[src/rtl/eis_pkg.sv]
package eis_pkg;
   localparam int          ADDR_W       = 5;
   localparam int          CNT_W        = 8;
   localparam logic [4:0]  OFS_OVF      = 5'h1d;
   localparam logic [4:0]  OFS_MISC     = 5'h1e;
   localparam logic [4:0]  OFS_LATCH    = 5'h1f;
   localparam logic [7:0]  RST_WORD     = 8'h00;
   localparam logic [7:0]  USED_OVF     = 8'hdf;
   localparam logic [7:0]  USED_MISC    = 8'hff;
   localparam logic [7:0]  USED_LATCH   = 8'hee;
   localparam int          BIT_FAS      = 7;
   localparam int          BIT_CRC      = 6;
   localparam int          BIT_EBIT     = 4;
   localparam int          BIT_LCV      = 3;
   localparam int          BIT_PRBS     = 2;
   localparam int          BIT_PRBSMF   = 1;
   localparam int          BIT_SA       = 0;
   localparam int          BIT_HDLC0    = 7;
   localparam int          BIT_HDLC2    = 5;
   localparam int          BIT_JA       = 4;
   localparam int          BIT_SEC1     = 3;
   localparam int          BIT_SEC5     = 2;
   localparam int          BIT_RCR      = 1;
   localparam int          BIT_SIG      = 0;
   localparam int          JA_MARGIN    = 4;
endpackage : eis_pkg

[src/rtl/eis_flag_cell.sv]
`timescale 1ns/10ps
// Sticky flag: set has priority over a clearing read
module eis_flag_cell (
   input  wire logic clk,
   input  wire logic srst,
   input  wire logic set_i,
   input  wire logic clr_i,
   output logic      q
);
   logic q_r;
   logic q_nxt;

   always_comb begin
      if (set_i) begin
         q_nxt = 1'b1;
      end else if (clr_i) begin
         q_nxt = 1'b0;
      end else begin
         q_nxt = q_r;
      end
   end

   always_ff @(posedge clk) begin
      if (srst) begin
         q_r <= 1'b0;
      end else begin
         q_r <= q_nxt;
      end
   end

   assign q = q_r;
endmodule : eis_flag_cell

[src/rtl/eis_wrap_detect.sv]
`timescale 1ns/10ps
// Pulses one cycle when the watched counter moves from all ones to zero
module eis_wrap_detect #(
   parameter int W = 8
) (
   input  wire logic         clk,
   input  wire logic         srst,
   input  wire logic [W-1:0] cnt,
   output logic              wrap
);
   logic [W-1:0] prev_r;
   logic [W-1:0] prev_nxt;

   always_comb begin
      prev_nxt = cnt;
   end

   always_ff @(posedge clk) begin
      if (srst) begin
         prev_r <= '0;
      end else begin
         prev_r <= prev_nxt;
      end
   end

   // Reset value zero avoids a false wrap on the first cycle
   assign wrap = (prev_r == {W{1'b1}}) && (cnt == '0);
endmodule : eis_wrap_detect

[src/rtl/eis_status_top.sv]
`timescale 1ns/10ps
module eis_status_top
   import eis_pkg::*;
#(
   parameter int CNT_BITS = eis_pkg::CNT_W,
   parameter int JA_AW    = 5,
   parameter int JA_DEPTH = 32
) (
   input  wire logic                       clk,
   input  wire logic                       srst,
   input  wire logic [eis_pkg::ADDR_W-1:0] cpu_addr,
   input  wire logic                       cpu_rd,
   output logic [7:0]                      cpu_rdata,
   input  wire logic [CNT_BITS-1:0]        fas_err_cnt,
   input  wire logic [CNT_BITS-1:0]        crc_err_cnt,
   input  wire logic [CNT_BITS-1:0]        ebit_err_cnt,
   input  wire logic [CNT_BITS-1:0]        line_viol_cnt,
   input  wire logic [CNT_BITS-1:0]        prbs_err_cnt,
   input  wire logic [CNT_BITS-1:0]        prbs_mf_cnt,
   input  wire logic [7:0]                 ovf_mask,
   input  wire logic [3:0]                 misc_mask,
   input  wire logic                       sa_bit_or_nibble_sel,
   input  wire logic [3:0]                 sa_bits,
   input  wire logic [3:0]                 sa_nibble,
   input  wire logic                       sa_nibble_stb,
   input  wire logic [2:0]                 hdlc_int,
   input  wire logic [JA_AW:0]             ja_fill,
   input  wire logic                       one_second_status,
   input  wire logic                       five_second_status,
   input  wire logic                       remote_alarm_evt,
   input  wire logic                       crc_err_evt,
   input  wire logic [3:0]                 sig_pattern,
   input  wire logic                       sig_stb,
   input  wire logic                       signaling_debounce_en
);
   import eis_pkg::*;

   // Same-clock framer logic drives every input; no synchronisers needed
   localparam logic [JA_AW:0] JA_LO = (JA_AW+1)'(JA_MARGIN);
   localparam logic [JA_AW:0] JA_HI = (JA_AW+1)'(JA_DEPTH - JA_MARGIN);

   logic [5:0]  wrap;
   logic [7:0]  ovf_word;
   logic [7:0]  misc_word;
   logic [7:0]  latch_word;
   logic [7:0]  ovf_set;
   logic [7:0]  misc_set;
   logic [7:0]  latch_set;
   logic        rd_ovf;
   logic        rd_misc;
   logic        rd_latch;
   logic        sa_chg;
   logic        sig_chg;
   logic        ja_near;

   logic [3:0]  sa_prev_r;
   logic [3:0]  sa_prev_nxt;
   logic [3:0]  nib_prev_r;
   logic [3:0]  nib_prev_nxt;
   logic [3:0]  sig_prev_r;
   logic [3:0]  sig_prev_nxt;
   logic [3:0]  sig_cand_r;
   logic [3:0]  sig_cand_nxt;
   logic        sec1_prev_r;
   logic        sec1_prev_nxt;
   logic        sec5_prev_r;
   logic        sec5_prev_nxt;
   logic [7:0]  cpu_rdata_r;
   logic [7:0]  cpu_rdata_nxt;

   eis_wrap_detect #(.W(CNT_BITS)) u_wrap_fas (
      .clk  (clk),
      .srst (srst),
      .cnt  (fas_err_cnt),
      .wrap (wrap[0])
   );
   eis_wrap_detect #(.W(CNT_BITS)) u_wrap_crc (
      .clk  (clk),
      .srst (srst),
      .cnt  (crc_err_cnt),
      .wrap (wrap[1])
   );
   eis_wrap_detect #(.W(CNT_BITS)) u_wrap_ebit (
      .clk  (clk),
      .srst (srst),
      .cnt  (ebit_err_cnt),
      .wrap (wrap[2])
   );
   eis_wrap_detect #(.W(CNT_BITS)) u_wrap_lcv (
      .clk  (clk),
      .srst (srst),
      .cnt  (line_viol_cnt),
      .wrap (wrap[3])
   );
   eis_wrap_detect #(.W(CNT_BITS)) u_wrap_prbs (
      .clk  (clk),
      .srst (srst),
      .cnt  (prbs_err_cnt),
      .wrap (wrap[4])
   );
   eis_wrap_detect #(.W(CNT_BITS)) u_wrap_prbsmf (
      .clk  (clk),
      .srst (srst),
      .cnt  (prbs_mf_cnt),
      .wrap (wrap[5])
   );

   assign rd_ovf   = cpu_rd && (cpu_addr == OFS_OVF);
   assign rd_misc  = cpu_rd && (cpu_addr == OFS_MISC);
   assign rd_latch = cpu_rd && (cpu_addr == OFS_LATCH);

   // Change detectors for Sa, signaling and status edges
   always_comb begin
      sa_prev_nxt   = sa_bits;
      nib_prev_nxt  = nib_prev_r;
      sig_prev_nxt  = sig_prev_r;
      sig_cand_nxt  = sig_cand_r;
      sec1_prev_nxt = one_second_status;
      sec5_prev_nxt = five_second_status;
      sig_chg       = 1'b0;
      if (sa_nibble_stb) begin
         nib_prev_nxt = sa_nibble;
      end
      if (sig_stb) begin
         sig_cand_nxt = sig_pattern;
         // Debounce needs the new pattern on two strobes running
         if (sig_pattern != sig_prev_r &&
             (!signaling_debounce_en || sig_pattern == sig_cand_r)) begin
            sig_chg      = 1'b1;
            sig_prev_nxt = sig_pattern;
         end
      end
   end

   always_ff @(posedge clk) begin
      if (srst) begin
         sa_prev_r   <= 4'h0;
         nib_prev_r  <= 4'h0;
         sig_prev_r  <= 4'h0;
         sig_cand_r  <= 4'h0;
         sec1_prev_r <= 1'b0;
         sec5_prev_r <= 1'b0;
      end else begin
         sa_prev_r   <= sa_prev_nxt;
         nib_prev_r  <= nib_prev_nxt;
         sig_prev_r  <= sig_prev_nxt;
         sig_cand_r  <= sig_cand_nxt;
         sec1_prev_r <= sec1_prev_nxt;
         sec5_prev_r <= sec5_prev_nxt;
      end
   end

   assign sa_chg = sa_bit_or_nibble_sel ? (sa_bits != sa_prev_r) :
                   (sa_nibble_stb && sa_nibble != nib_prev_r);
   assign ja_near = (ja_fill <= JA_LO) || (ja_fill >= JA_HI);

   always_comb begin
      ovf_set              = 8'h00;
      ovf_set[BIT_FAS]     = wrap[0];
      ovf_set[BIT_CRC]     = wrap[1];
      ovf_set[BIT_EBIT]    = wrap[2];
      ovf_set[BIT_LCV]     = wrap[3];
      ovf_set[BIT_PRBS]    = wrap[4];
      ovf_set[BIT_PRBSMF]  = wrap[5];
      ovf_set[BIT_SA]      = sa_chg;
      ovf_set              = ovf_set & ovf_mask & USED_OVF;

      misc_set                      = 8'h00;
      misc_set[BIT_HDLC0:BIT_HDLC2] = {hdlc_int[0], hdlc_int[1], hdlc_int[2]};
      misc_set[BIT_JA]   = ja_near && misc_mask[BIT_JA - 1] ;
      misc_set[BIT_SEC1] = one_second_status && !sec1_prev_r && misc_mask[BIT_SEC1-1];
      misc_set[BIT_SEC5] = five_second_status && !sec5_prev_r && misc_mask[BIT_SEC5-1];
      misc_set[BIT_RCR]  = remote_alarm_evt && crc_err_evt && misc_mask[BIT_RCR-1];
      misc_set[BIT_SIG]  = sig_chg && misc_mask[BIT_SIG];
      misc_set           = misc_set & USED_MISC;

      // Latches follow the raw overflow, independent of the masks
      latch_set             = 8'h00;
      latch_set[BIT_FAS]    = wrap[0];
      latch_set[BIT_CRC]    = wrap[1];
      latch_set[BIT_EBIT+1] = wrap[2];
      latch_set[BIT_LCV]    = wrap[3];
      latch_set[BIT_PRBS]   = wrap[4];
      latch_set[BIT_PRBSMF] = wrap[5];
      latch_set             = latch_set & USED_LATCH;
   end

   for (genvar i = 0; i < 8; i++) begin : g_flags
      eis_flag_cell u_ovf (
         .clk   (clk),
         .srst  (srst),
         .set_i (ovf_set[i]),
         .clr_i (rd_ovf),
         .q     (ovf_word[i])
      );
      eis_flag_cell u_misc (
         .clk   (clk),
         .srst  (srst),
         .set_i (misc_set[i]),
         .clr_i (rd_misc),
         .q     (misc_word[i])
      );
      eis_flag_cell u_latch (
         .clk   (clk),
         .srst  (srst),
         .set_i (latch_set[i]),
         .clr_i (rd_latch),
         .q     (latch_word[i])
      );
   end

   // Read data holds only for the cycle after the strobe; no write path
   always_comb begin
      cpu_rdata_nxt = RST_WORD;
      if (rd_ovf) begin
         cpu_rdata_nxt = ovf_word & USED_OVF;
      end else if (rd_misc) begin
         cpu_rdata_nxt = misc_word & USED_MISC;
      end else if (rd_latch) begin
         cpu_rdata_nxt = latch_word & USED_LATCH;
      end
   end

   always_ff @(posedge clk) begin
      if (srst) begin
         cpu_rdata_r <= RST_WORD;
      end else begin
         cpu_rdata_r <= cpu_rdata_nxt;
      end
   end

   assign cpu_rdata = cpu_rdata_r;

   property p_fas_ovf;
      @(posedge clk) disable iff (srst)
      (fas_err_cnt == '0 && $past(fas_err_cnt) == '1 && ovf_mask[7]) |=> ovf_word[7];
   endproperty
   a_fas_ovf: assert property (p_fas_ovf) else $error("fas overflow flag missed");

   property p_crc_ovf;
      @(posedge clk) disable iff (srst)
      (crc_err_cnt == '0 && $past(crc_err_cnt) == '1 && ovf_mask[6]) |=> ovf_word[6];
   endproperty
   a_crc_ovf: assert property (p_crc_ovf) else $error("crc overflow flag missed");

   property p_sa_bit;
      @(posedge clk) disable iff (srst)
      (sa_bit_or_nibble_sel && ovf_mask[0] && sa_bits != $past(sa_bits)) |=> ovf_word[0];
   endproperty
   a_sa_bit: assert property (p_sa_bit) else $error("sa change flag missed");

   property p_rd_clear;
      @(posedge clk) disable iff (srst)
      (rd_misc && misc_set == 8'h00) |=> misc_word == 8'h00;
   endproperty
   a_rd_clear: assert property (p_rd_clear) else $error("read did not clear word");

   property p_hdlc;
      @(posedge clk) disable iff (srst)
      hdlc_int[2] |=> misc_word[5];
   endproperty
   a_hdlc: assert property (p_hdlc) else $error("hdlc summary flag missed");

   property p_sec1;
      @(posedge clk) disable iff (srst)
      ($rose(one_second_status) && misc_mask[2]) |=> misc_word[3];
   endproperty
   a_sec1: assert property (p_sec1) else $error("one second flag missed");

   property p_sec5;
      @(posedge clk) disable iff (srst)
      ($rose(five_second_status) && misc_mask[1]) |=> misc_word[2];
   endproperty
   a_sec5: assert property (p_sec5) else $error("five second flag missed");

   property p_ja_near;
      @(posedge clk) disable iff (srst)
      (ja_fill >= JA_HI && misc_mask[3]) |=> misc_word[4];
   endproperty
   a_ja_near: assert property (p_ja_near) else $error("jitter margin flag missed");

   property p_rcr;
      @(posedge clk) disable iff (srst)
      (remote_alarm_evt && crc_err_evt && misc_mask[0]) |=> misc_word[1];
   endproperty
   a_rcr: assert property (p_rcr) else $error("remote alarm flag missed");

   property p_latch;
      @(posedge clk) disable iff (srst)
      (prbs_mf_cnt == '0 && $past(prbs_mf_cnt) == '1) |=> latch_word[1];
   endproperty
   a_latch: assert property (p_latch) else $error("overflow latch missed");

   property p_masked;
      @(posedge clk) disable iff (srst)
      (!ovf_mask[3] && !rd_ovf && !ovf_word[3]) |=> !ovf_word[3];
   endproperty
   a_masked: assert property (p_masked) else $error("masked flag was set");

   property p_unused;
      @(posedge clk) disable iff (srst)
      $past(rd_latch) |-> (cpu_rdata[4] == 1'b0 && cpu_rdata[0] == 1'b0);
   endproperty
   a_unused: assert property (p_unused) else $error("unused bit read nonzero");

   property p_set_wins;
      @(posedge clk) disable iff (srst)
      (rd_misc && hdlc_int[0]) |=> misc_word[7] ##1 (cpu_rdata[7] || !$past(rd_misc));
   endproperty
   a_set_wins: assert property (p_set_wins) else $error("event lost at clear");
endmodule : eis_status_top

[config.mk]
export PLATFORM = sky130hd
export DESIGN_NAME = eis_status_top
export DESIGN_NICKNAME = d
export VERILOG_FILES = /design/src/rtl/eis_pkg.sv /design/src/rtl/eis_flag_cell.sv /design/src/rtl/eis_wrap_detect.sv /design/src/rtl/eis_status_top.sv
export SDC_FILE = /design/constraint.sdc
export NUM_CORES = 1
export LEC_CHECK = 0
export BUFFER_PORTS_ARGS = -buffer_cell sky130_fd_sc_hd__buf_4
export CORE_UTILIZATION = 30
export DETAILED_ROUTE_END_ITERATION = 8
export SYNTH_ARGS = -nofsm -noshare
export SYNTH_HDL_FRONTEND = slang
export SYNTH_SLANG_ARGS = --single-unit
[constraint.sdc]
create_clock -name clk -period 1.2 [get_ports clk]
set_input_delay 0.18 -clock clk [delete_from_list [all_inputs] [get_ports clk]]
set_output_delay 0.18 -clock clk [all_outputs]
set_load 0.02 [all_outputs]
==> results of run 1 <==
==> final timing paths <==
kind                                             to          start  depth (start not counted)
worst max register to register  g_flags[0].u_misc.q  sig_prev_r[1]                          4
worst max-delay path            g_flags[0].u_misc.q  sig_prev_r[1]                          4
worst min register to register        sig_prev_r[3]  sig_prev_r[3]                          2
worst min-delay path            g_flags[7].u_misc.q    hdlc_int[0]                          3
==> power by group through the flow <==
stage	sequential, mW	combinational, mW	clock, mW
global route	3.37	0.707	2.96
global placement	3.42	0.608	0
CTS	3.35	0.623	2.84
detailed placement	3.42	0.620	0
finish	3.36	0.638	2.76
floorplan	3.41	0.275	0
==> metal layers <==
metal	up-vias	global-route usage	routed length, um
li1	1343	-	-
met4	0	0.0771	136
met2	65	0.214	3650
met1	1221	0.165	3460
met5	-	0	0
met3	10	0.0249	364
==> worst min-delay path: stages <==
cell and delay (ns):
buf_4 0.08, a21oi_1 0.03, nor2_1 0.07
==> placed cells by master, fill, tap and decap left out, drive strengths merged, types with 6 or more instances in the layout <==
cell	n
buf	115
dfxtp	95
nor2b	55
nor2	36
nand4	15
a21oi	13
or4	12
mux2i	12
xnor2	12
nand2	10
a22oi	10
clkbuf	9
nor3	7
nor4	6
==> sequential cells by signal, indices dropped and copies added (netlist names) <==
name and flops:
u_wrap_crc.prev_r 8, sec5_prev_r 1, sa_prev_r 4, u_wrap_fas.prev_r 8, cpu_rdata 8, g_flags.u_ovf.q 7, u_wrap_lcv.prev_r 8, u_wrap_prbs.prev_r 8
sig_cand_r 4, sig_prev_r 4, g_flags.u_misc.q 8, u_wrap_ebit.prev_r 8, g_flags.u_latch.q 6, nib_prev_r 4, u_wrap_prbsmf.prev_r 8, sec1_prev_r 1
==> metrics by stage <==
stage,cells,worst slack [ns]
3_5_place_dp,567,-0.241
3_3_place_gp,567,-0.232
4_1_cts,582,-0.0821
5_1_grt,582,-0.179
6_report,582,-0.138
2_1_floorplan,324,-0.0211
==> layout make-up <==
type,count,area share
repair buffers,115,0.181
flip-flops and latches,95,0.394
well taps,143,0.0369
clock buffers,9,0.0464
clock inverters,6,0.0129
inverters,2,0.00155
multi-input cells,212,0.328
==> kinds of logic after synthesis <==
family | after synthesis | share of synthesized area
compound gates | 35 | 0.0810
xor+xnor | 16 | 0.0401
buf+inv | 17 | 0.0190
flops | 95 | 0.545
mux | 12 | 0.0344
simple gates | 149 | 0.281
==> repair_timing <==
item,CTS,global route
resized for setup,0,16
pin swaps,0,13
endpoints found under the setup margin,5,8
==> impl_results.md, run 1 <==
* Status: finished, violations left
* Failing checks: negative setup slack
* Worst vdd ir at 0.511 mV
* Share of post-route cells with drive strength above 1 at 0.405
* Slew @ Worst Pin at 0.327 ns
* Seq pwr share at 0.497
* Fin Hold WS at 0.0562 ns
* RSZ-0062 raised after global routing: yes
* Fmax at 748 MHz
* Startpoint Class: register
* Logic pwr share at 0.094
* Period utilisation layout at 1.11
* Max FO, Critical Path at 5
* DP Area at 0.00449 mm2
* Delay-heaviest family, CP: compound AO/OA/AOI/OAI gates
* Post-Syn Area per Cell at 10.8 um2
* Post-route cell area at 0.00485 mm2
* LEAKAGE at 2.04 nW
* Crit path largest cell delay at 0.41 ns
* Total number of vias at 2639
* Vias per cell at 4.53
* Crit path buffers/inverters at 0
* WP data required at 1.44 ns
* Yosys warns at 0
* Yosys cell types at 35
* Max Root-Sink Buffers at 2
* Sequential fraction of the synthesis area at 0.545
* Post-Syn Nets at 421
* Util after Layout at 0.427
* DR pass1 iterations at 4
* Multi-input gate area at 0.00159 mm2
* Setup Skew at 0.00688 ns
* Antenna viol nets, final at 0
* Initial core utilization at 0.307
* Post-synth ARST share at 0
* CP max-delay cell: o41ai_4
* Final WL at 7600 um
* Placer Congestion at 0.771
* Die W at 110 um
* Final Power at 6.76 mW
* Max-Cap Viols at 0
* Overflow after GRT at 0
* Hold Buf Count CTS at 0
* Clk sinks at 95
* IO Count at 105
* Area of the die at 0.0121 mm2
* First-pass GRT wire length at 12000 um
* Count leader, synth: dfxtp_1
* Iteration-0 DRC Markers at 51
* Clk slew on worst S/H paths at 0.07 ns
* Row count at 39
* Number of global-route vias before repair at 2559
* Reg area at 0.00191 mm2
* Clk pwr share at 0.409
* Power Internal at 5.28 mW
* Worst slew margin at 0.782
* Global-route usage over all layers at 0.133
* Synth top cells by count: 95 x dfxtp_1, 51 x nor2b_1, 34 x nor2_1
* Synth Flop Type: dfxtp_1
* Worst setup EP type: register
* Main area contributors after synthesis: dfxtp_1 54%, nor2b_1 9.1%, or4_4 3.9%
* Fill cells at 1104
* Clk root buf: clkbuf_16
* Critical path arrival at 1.57 ns
* Antenna Cells at 0
* Core Area at 0.0114 mm2
* Min Tclk post-route at 1.34 ns
* R2R setup slack at -0.14 ns
* Post-synth top area cell: dfxtp_1
* Worst Setup Path Type: register to register
* Final setup TNS at -0.346 ns
* Sw Ratio at 0.219
* P&R area growth vs syn at 38.9%
* Share of the synthesized area in the top cell type at 0.545
* Buffers on Ports at 103
* Slew Viols, Final at 0
* HP Class: input port to register
* Setup slack after layout at -0.138 ns
* TritonCTS clock tree: done
* Mean routed wirelength per cell at 13.1 um
* Net Sw Power at 1.48 mW
* Largest net degree at the start of global routing at 51
* Post-Syn Instances at 324
* Detailed Place HPWL at 5670 um
* #FFs+latches synth at 95
* TritonCTS Buffers at 9
* Initial antenna violation count at 0
* Later-pin clock latency in the skew report at 0.34 ns
* Cell Area, Synth at 0.00349 mm2
* Final net count at 532
* Setup Buffers After CTS at 0
* Power per Cell Area at 1390 mW/mm2
* Setup violations, final at 5
* CP Cell Sequence: xor2_2, o41ai_4, a21oi_4, a31o_1
* Remaining DRCs at 0
* Clock H-tree levels at 3
* Hold Fails Final Rpt at 0
* Post-synth EDFFs at 0
* Die H at 110 um
No activity file was read; power rests on OpenSTA's default activity.
==> inputs of run 2 (changes only) <==
- CORE_ASPECT_RATIO: unset -> 1.5
- CORE_UTILIZATION: 30 -> 46
- PLACE_DENSITY: unset -> 0.75
==> run 2 against run 1 <==
  * Largest cell class unchanged
  * Combinational power fell by 0.8%
  * Clock power fell by 35%
  * Critical path depth unchanged
  * The run still ends with negative setup slack left
==> impl_results.md, run 2 (same netlist as run 1, synthesis figures left out) <==
* Slew @ Worst Pin at 0.306 ns
* Antenna viol nets, final at 0
* Power per Cell Area at 1240 mW/mm2
* CP Cell Sequence: xor2_2, o41ai_4, a21oi_4, a31o_1
* Share of post-route cells with drive strength above 1 at 0.392
* Max Used Layer: met4
* Detailed Place HPWL at 5430 um
* Iteration-0 DRC Markers at 60
* Largest net degree at the start of global routing at 45
* Mean routed wirelength per cell at 13.0 um
* DR pass1 iterations at 5
* Die H at 109 um
* Overflow after GRT at 0
* Fin Hold WS at 0.0350 ns
* Max-Cap Viols at 0
* Setup violations, final at 5
* Setup Buffers After CTS at 0
* WL met3 at 391 um
* Worst setup EP type: register
* Commonest cells after routing, fill and taps aside: 115 x buf_4, 90 x dfxtp_1, 51 x nor2b_1
* Seq pwr share at 0.579
* Net Sw Power at 1.27 mW
* Row count at 38
* Initial antenna violation count at 0
* Most common cell after layout, fill and taps aside: buf_4
* Global-route usage over all layers at 0.185
* Failing checks: negative setup slack
* Worst slew margin at 0.795
* Placer Congestion at 0.776
* Met1 Routed Length at 2750 um
* Status: finished, violations left
* Critical path arrival at 1.58 ns
* Antenna Cells at 0
* DP Area at 0.00444 mm2
* Area of the die at 0.00795 mm2
* Final WL at 7020 um
* First-pass GRT wire length at 11100 um
* Power Internal at 4.52 mW
* Max Root-Sink Buffers at 2
* Hold Buf Count CTS at 0
* Met2 routed WL at 3770 um
* Initial core utilization at 0.480
* Clk sinks at 95
* Clk pwr share at 0.311
* RSZ-0062 raised after global routing: yes
* IO Count at 105
* Vias per cell at 4.94
* Post-route cell area at 0.00467 mm2
* Core Area at 0.00727 mm2
* Total number of vias at 2665
* WP data required at 1.45 ns
* Crit path buffers/inverters at 0
* TritonCTS Buffers at 9
* CP max-delay cell: o41ai_4
* Slew Viols, Final at 0
* P&R area growth vs syn at 33.7%
* Worst slack at placement at -0.206 ns
* Sw Ratio at 0.219
* Clock H-tree levels at 3
* Min Tclk post-route at 1.33 ns
* Period utilisation layout at 1.11
* Final net count at 533
* Worst Setup Path Type: register to register
* Clk slew on worst S/H paths at 0.08 ns
* Crit path largest cell delay at 0.40 ns
* Later-pin clock latency in the skew report at 0.36 ns
* Startpoint Class: register
* HP Class: input port to register
* Final Power at 5.79 mW
* Max FO, Critical Path at 5
* Logic pwr share at 0.109
* Die W at 73.1 um
* Buffers on Ports at 103
* Hold Fails Final Rpt at 0
* Remaining DRCs at 0
* Worst vdd ir at 0.843 mV
* LEAKAGE at 1.99 nW
* Setup slack after layout at -0.132 ns
* Clk root buf: clkbuf_8
* Setup Skew at 0.00829 ns
* TritonCTS clock tree: done
* Delay-heaviest family, CP: compound AO/OA/AOI/OAI gates
* Fmax at 750 MHz
* Number of global-route vias before repair at 2680
[run 2: cell types whose count changed in the layout (fill, tap and decap cells not counted)]
cell,previous run,this run
and3_1,2,3
and3_2,1,0
buf_4,114,115
bufinv_16,1,0
clkbuf_1,0,2
clkbuf_16,9,0
clkbuf_8,0,11
clkinv_2,2,1
clkinvlp_4,3,0
dfxtp_1,88,90
dfxtp_2,7,5
xnor2_1,9,10
xnor2_2,3,2
[run 2: path summary, 6_finish.rpt]
check	start	endpoint	slack, ns	depth (start not counted)
worst max-delay path	sig_prev_r[3]	g_flags[0].u_misc.q	-0.13	4
worst min-delay path	hdlc_int[0]	g_flags[7].u_misc.q	0.03	3
worst max register to register	sig_prev_r[3]	g_flags[0].u_misc.q	-0.13	4
worst min register to register	sig_prev_r[1]	sig_prev_r[1]	0.47	2
[run 2: tightest hold or removal path, cell delays in order]
cell and delay [ns]:
buf_4 0.08, a21oi_1 0.03, nor2_1 0.07
[run 2: power by group through the flow]
stage                     combinational [mW]  sequential [mW]  clock, mW
after floorplan                        0.275             3.41          0
after global routing                   0.693             3.37       2.00
final                                  0.633             3.35       1.80
after global placement                 0.605             3.42          0
after detailed placement               0.617             3.42          0
after CTS                              0.619             3.35       1.88
[run 2: metrics by stage]
step,util,setup TNS [ns],cells
finish,0.642,-0.295,539
floorplan,-,-0.130,324
global placement,0.611,-3.23,525
CTS,0.633,-0.361,539
global route,0.642,-0.538,539
detailed placement,0.611,-3.68,525
[run 2: metal layers]
metal  global-route usage  up-vias
met2                0.340       72
li1                     -     1344
met4               0.0840        0
met1                0.188     1243
met5                    0        -
met3               0.0564        6
[run 2: what timing repair did]
item,CTS,global route
endpoints found under the setup margin,5,6
resized for setup,1,11
pin swaps,1,11
[run 2: cell type report]
| class | instances | area, um2 |
|---|---|---|
| clock buffers | 13 | 159 |
| clock inverters | 1 | 5.00 |
| fillers | 634 | 2610 |
| inverters | 2 | 7.51 |
| multi-input cells | 212 | 1580 |
| flip-flops and latches | 95 | 1910 |
| well taps | 100 | 125 |
| repair buffers | 116 | 883 |
==> inputs of run 3 (changes only) <==
- CORE_UTILIZATION: 46 -> 50
- PLACE_DENSITY: 0.75 -> 0.78
- REMOVE_ABC_BUFFERS: unset -> 1
- TNS_END_PERCENT: unset -> 1
- clock period: 1.2 -> 1.56 ns (I/O delays scaled with it)
==> run 3 against run 2 <==
  * The flow now finishes without violations
  * Hold slack improved by 0.058 ns
  * Via count decreased by 1.5%
  * Critical endpoint unchanged
  * Largest power group unchanged
  * Largest cell class unchanged
  * Global-route usage rose by 0.89 points
  * Sequential power is 23% lower
  * Critical path depth did not move
  * Critical path type unchanged
  * Cell count is 5.6% lower
  * Register-to-register slack better by 0.40 ns
==> impl_results.md, run 3 (same netlist as run 1, synthesis figures left out) <==
* Clk root buf: clkbuf_8
* Global-route usage over all layers at 0.194
* Critical path arrival at 1.55 ns
* Detailed Place HPWL at 5150 um
* Placer Congestion at 0.765
* Setup violations, final at 0
* Vias per cell at 5.16
* Fmax at 772 MHz
* TritonCTS clock tree: done
* Initial antenna violation count at 0
* Power per Cell Area at 1060 mW/mm2
* Commonest cells after routing, fill and taps aside: 107 x buf_4, 95 x dfxtp_1, 51 x nor2b_1
* Buffers on Ports at 103
* RSZ-0062 raised after global routing: no
* Most common cell after layout, fill and taps aside: buf_4
* Max FO, Critical Path at 5
* Clk sinks at 95
* DR pass1 iterations at 4
* LEAKAGE at 1.97 nW
* Core Area at 0.00662 mm2
* Status: finished clean
* Total number of vias at 2626
* Fill cells at 542
* Setup Buffers After CTS at 0
* First-pass GRT wire length at 11300 um
* Die H at 104 um
* Largest net degree at the start of global routing at 77
* CP max-delay cell: o41ai_2
* Final WL at 6730 um
* Multi-input gate area at 0.00152 mm2
* Slew @ Worst Pin at 0.359 ns
* Post-CTS Resized at 0
* Overflow after GRT at 0
* Util after Layout at 0.693
* Worst slew margin at 0.760
* Worst vdd ir at 0.706 mV
* Initial core utilization at 0.527
* Iteration-0 DRC Markers at 94
* Hold Fails Final Rpt at 0
* IO Count at 105
* Max-Cap Viols at 0
* Worst setup EP type: register
* Min Tclk post-route at 1.30 ns
* Clk slew on worst S/H paths at 0.10 ns
* Die W at 70.2 um
* Hold Buf Count CTS at 0
* Startpoint Class: register
* Slew Viols, Final at 0
* Number of global-route vias before repair at 2719
* Setup Skew at 0.0135 ns
* Reg area at 0.00190 mm2
* Max Root-Sink Buffers at 2
* TritonCTS Buffers at 9
* Final setup TNS at 0 ns
* P&R area growth vs syn at 31.4%
* CP Cell Sequence: xor2_1, o41ai_2, a21oi_2, a31o_1
* Final net count at 525
* Period utilisation layout at 0.830
* Remaining DRCs at 0
* Antenna Cells at 0
* Share of post-route cells with drive strength above 1 at 0.365
* WP data required at 1.81 ns
* Crit path largest cell delay at 0.36 ns
* Antenna viol nets, final at 0
* Row count at 36
* Area of the die at 0.00733 mm2
* Mean routed wirelength per cell at 13.2 um
* HP Class: input port to register
* Later-pin clock latency in the skew report at 0.35 ns
* Worst Setup Path Type: register to register
* Clock H-tree levels at 3
-- run 3: path summary, 6_finish.rpt --
kind / start / to / slack, ns / cells past startpoint
worst max-delay path: sig_prev_r[1] / g_flags[0].u_misc.q / 0.26 / 4
worst max register to register: sig_prev_r[1] / g_flags[0].u_misc.q / 0.26 / 4
worst min register to register: sig_prev_r[0] / sig_prev_r[0] / 0.47 / 2
worst min-delay path: ebit_err_cnt[7] / u_wrap_ebit.prev_r[7] / 0.09 / 2
-- run 3: critical path, delay by kind of cell (launching register included) --
family / cells / cell delay [ns]
flops: 1 / 0.33
xor+xnor: 1 / 0.15
compound gates: 3 / 0.73
-- run 3: area by class of cell --
cell class,instances,area share
Clock buffer,11,0.0330
Inverter,2,0.00164
Clock inverter,5,0.0188
Sequential cell,95,0.414
Timing Repair Buffer,108,0.179
Multi-Input combinational cell,212,0.332
Tap cell,76,0.0207
-- run 3: per-stage QoR --
| step | std cells | power, mW | hold WS [ns] | cell area [um2] | setup WS, ns |
|---|---|---|---|---|---|
| after floorplan | 309 | 2.80 | 0.300 | 3430 | 0.0993 |
| after global placement | 493 | 3.08 | 0.441 | 4350 | 0.0924 |
| after detailed placement | 493 | 3.10 | 0.449 | 4350 | 0.0665 |
| after CTS | 509 | 4.90 | 0.0849 | 4590 | 0.255 |
| after global routing | 509 | 5.06 | 0.0758 | 4590 | 0.179 |
| final | 509 | 4.86 | 0.0932 | 4590 | 0.265 |
-- run 3: power breakdown --
| group | switching [mW] | total (mW) | leakage [nW] | internal [mW] |
|---|---|---|---|---|
| Combinational | 0.183 | 0.458 | 1.07 | 0.275 |
| Sequential | 0.0413 | 2.57 | 0.785 | 2.53 |
| Clock | 0.820 | 1.82 | 0.121 | 1.00 |
| Total | 1.04 | 4.86 | 1.97 | 3.81 |
-- run 3: layer usage --
metal	part of all wire	global-route usage
met4	0.019	0.0729
met2	0.55	0.363
met1	0.39	0.201
met5	0	0
met3	0.038	0.0504
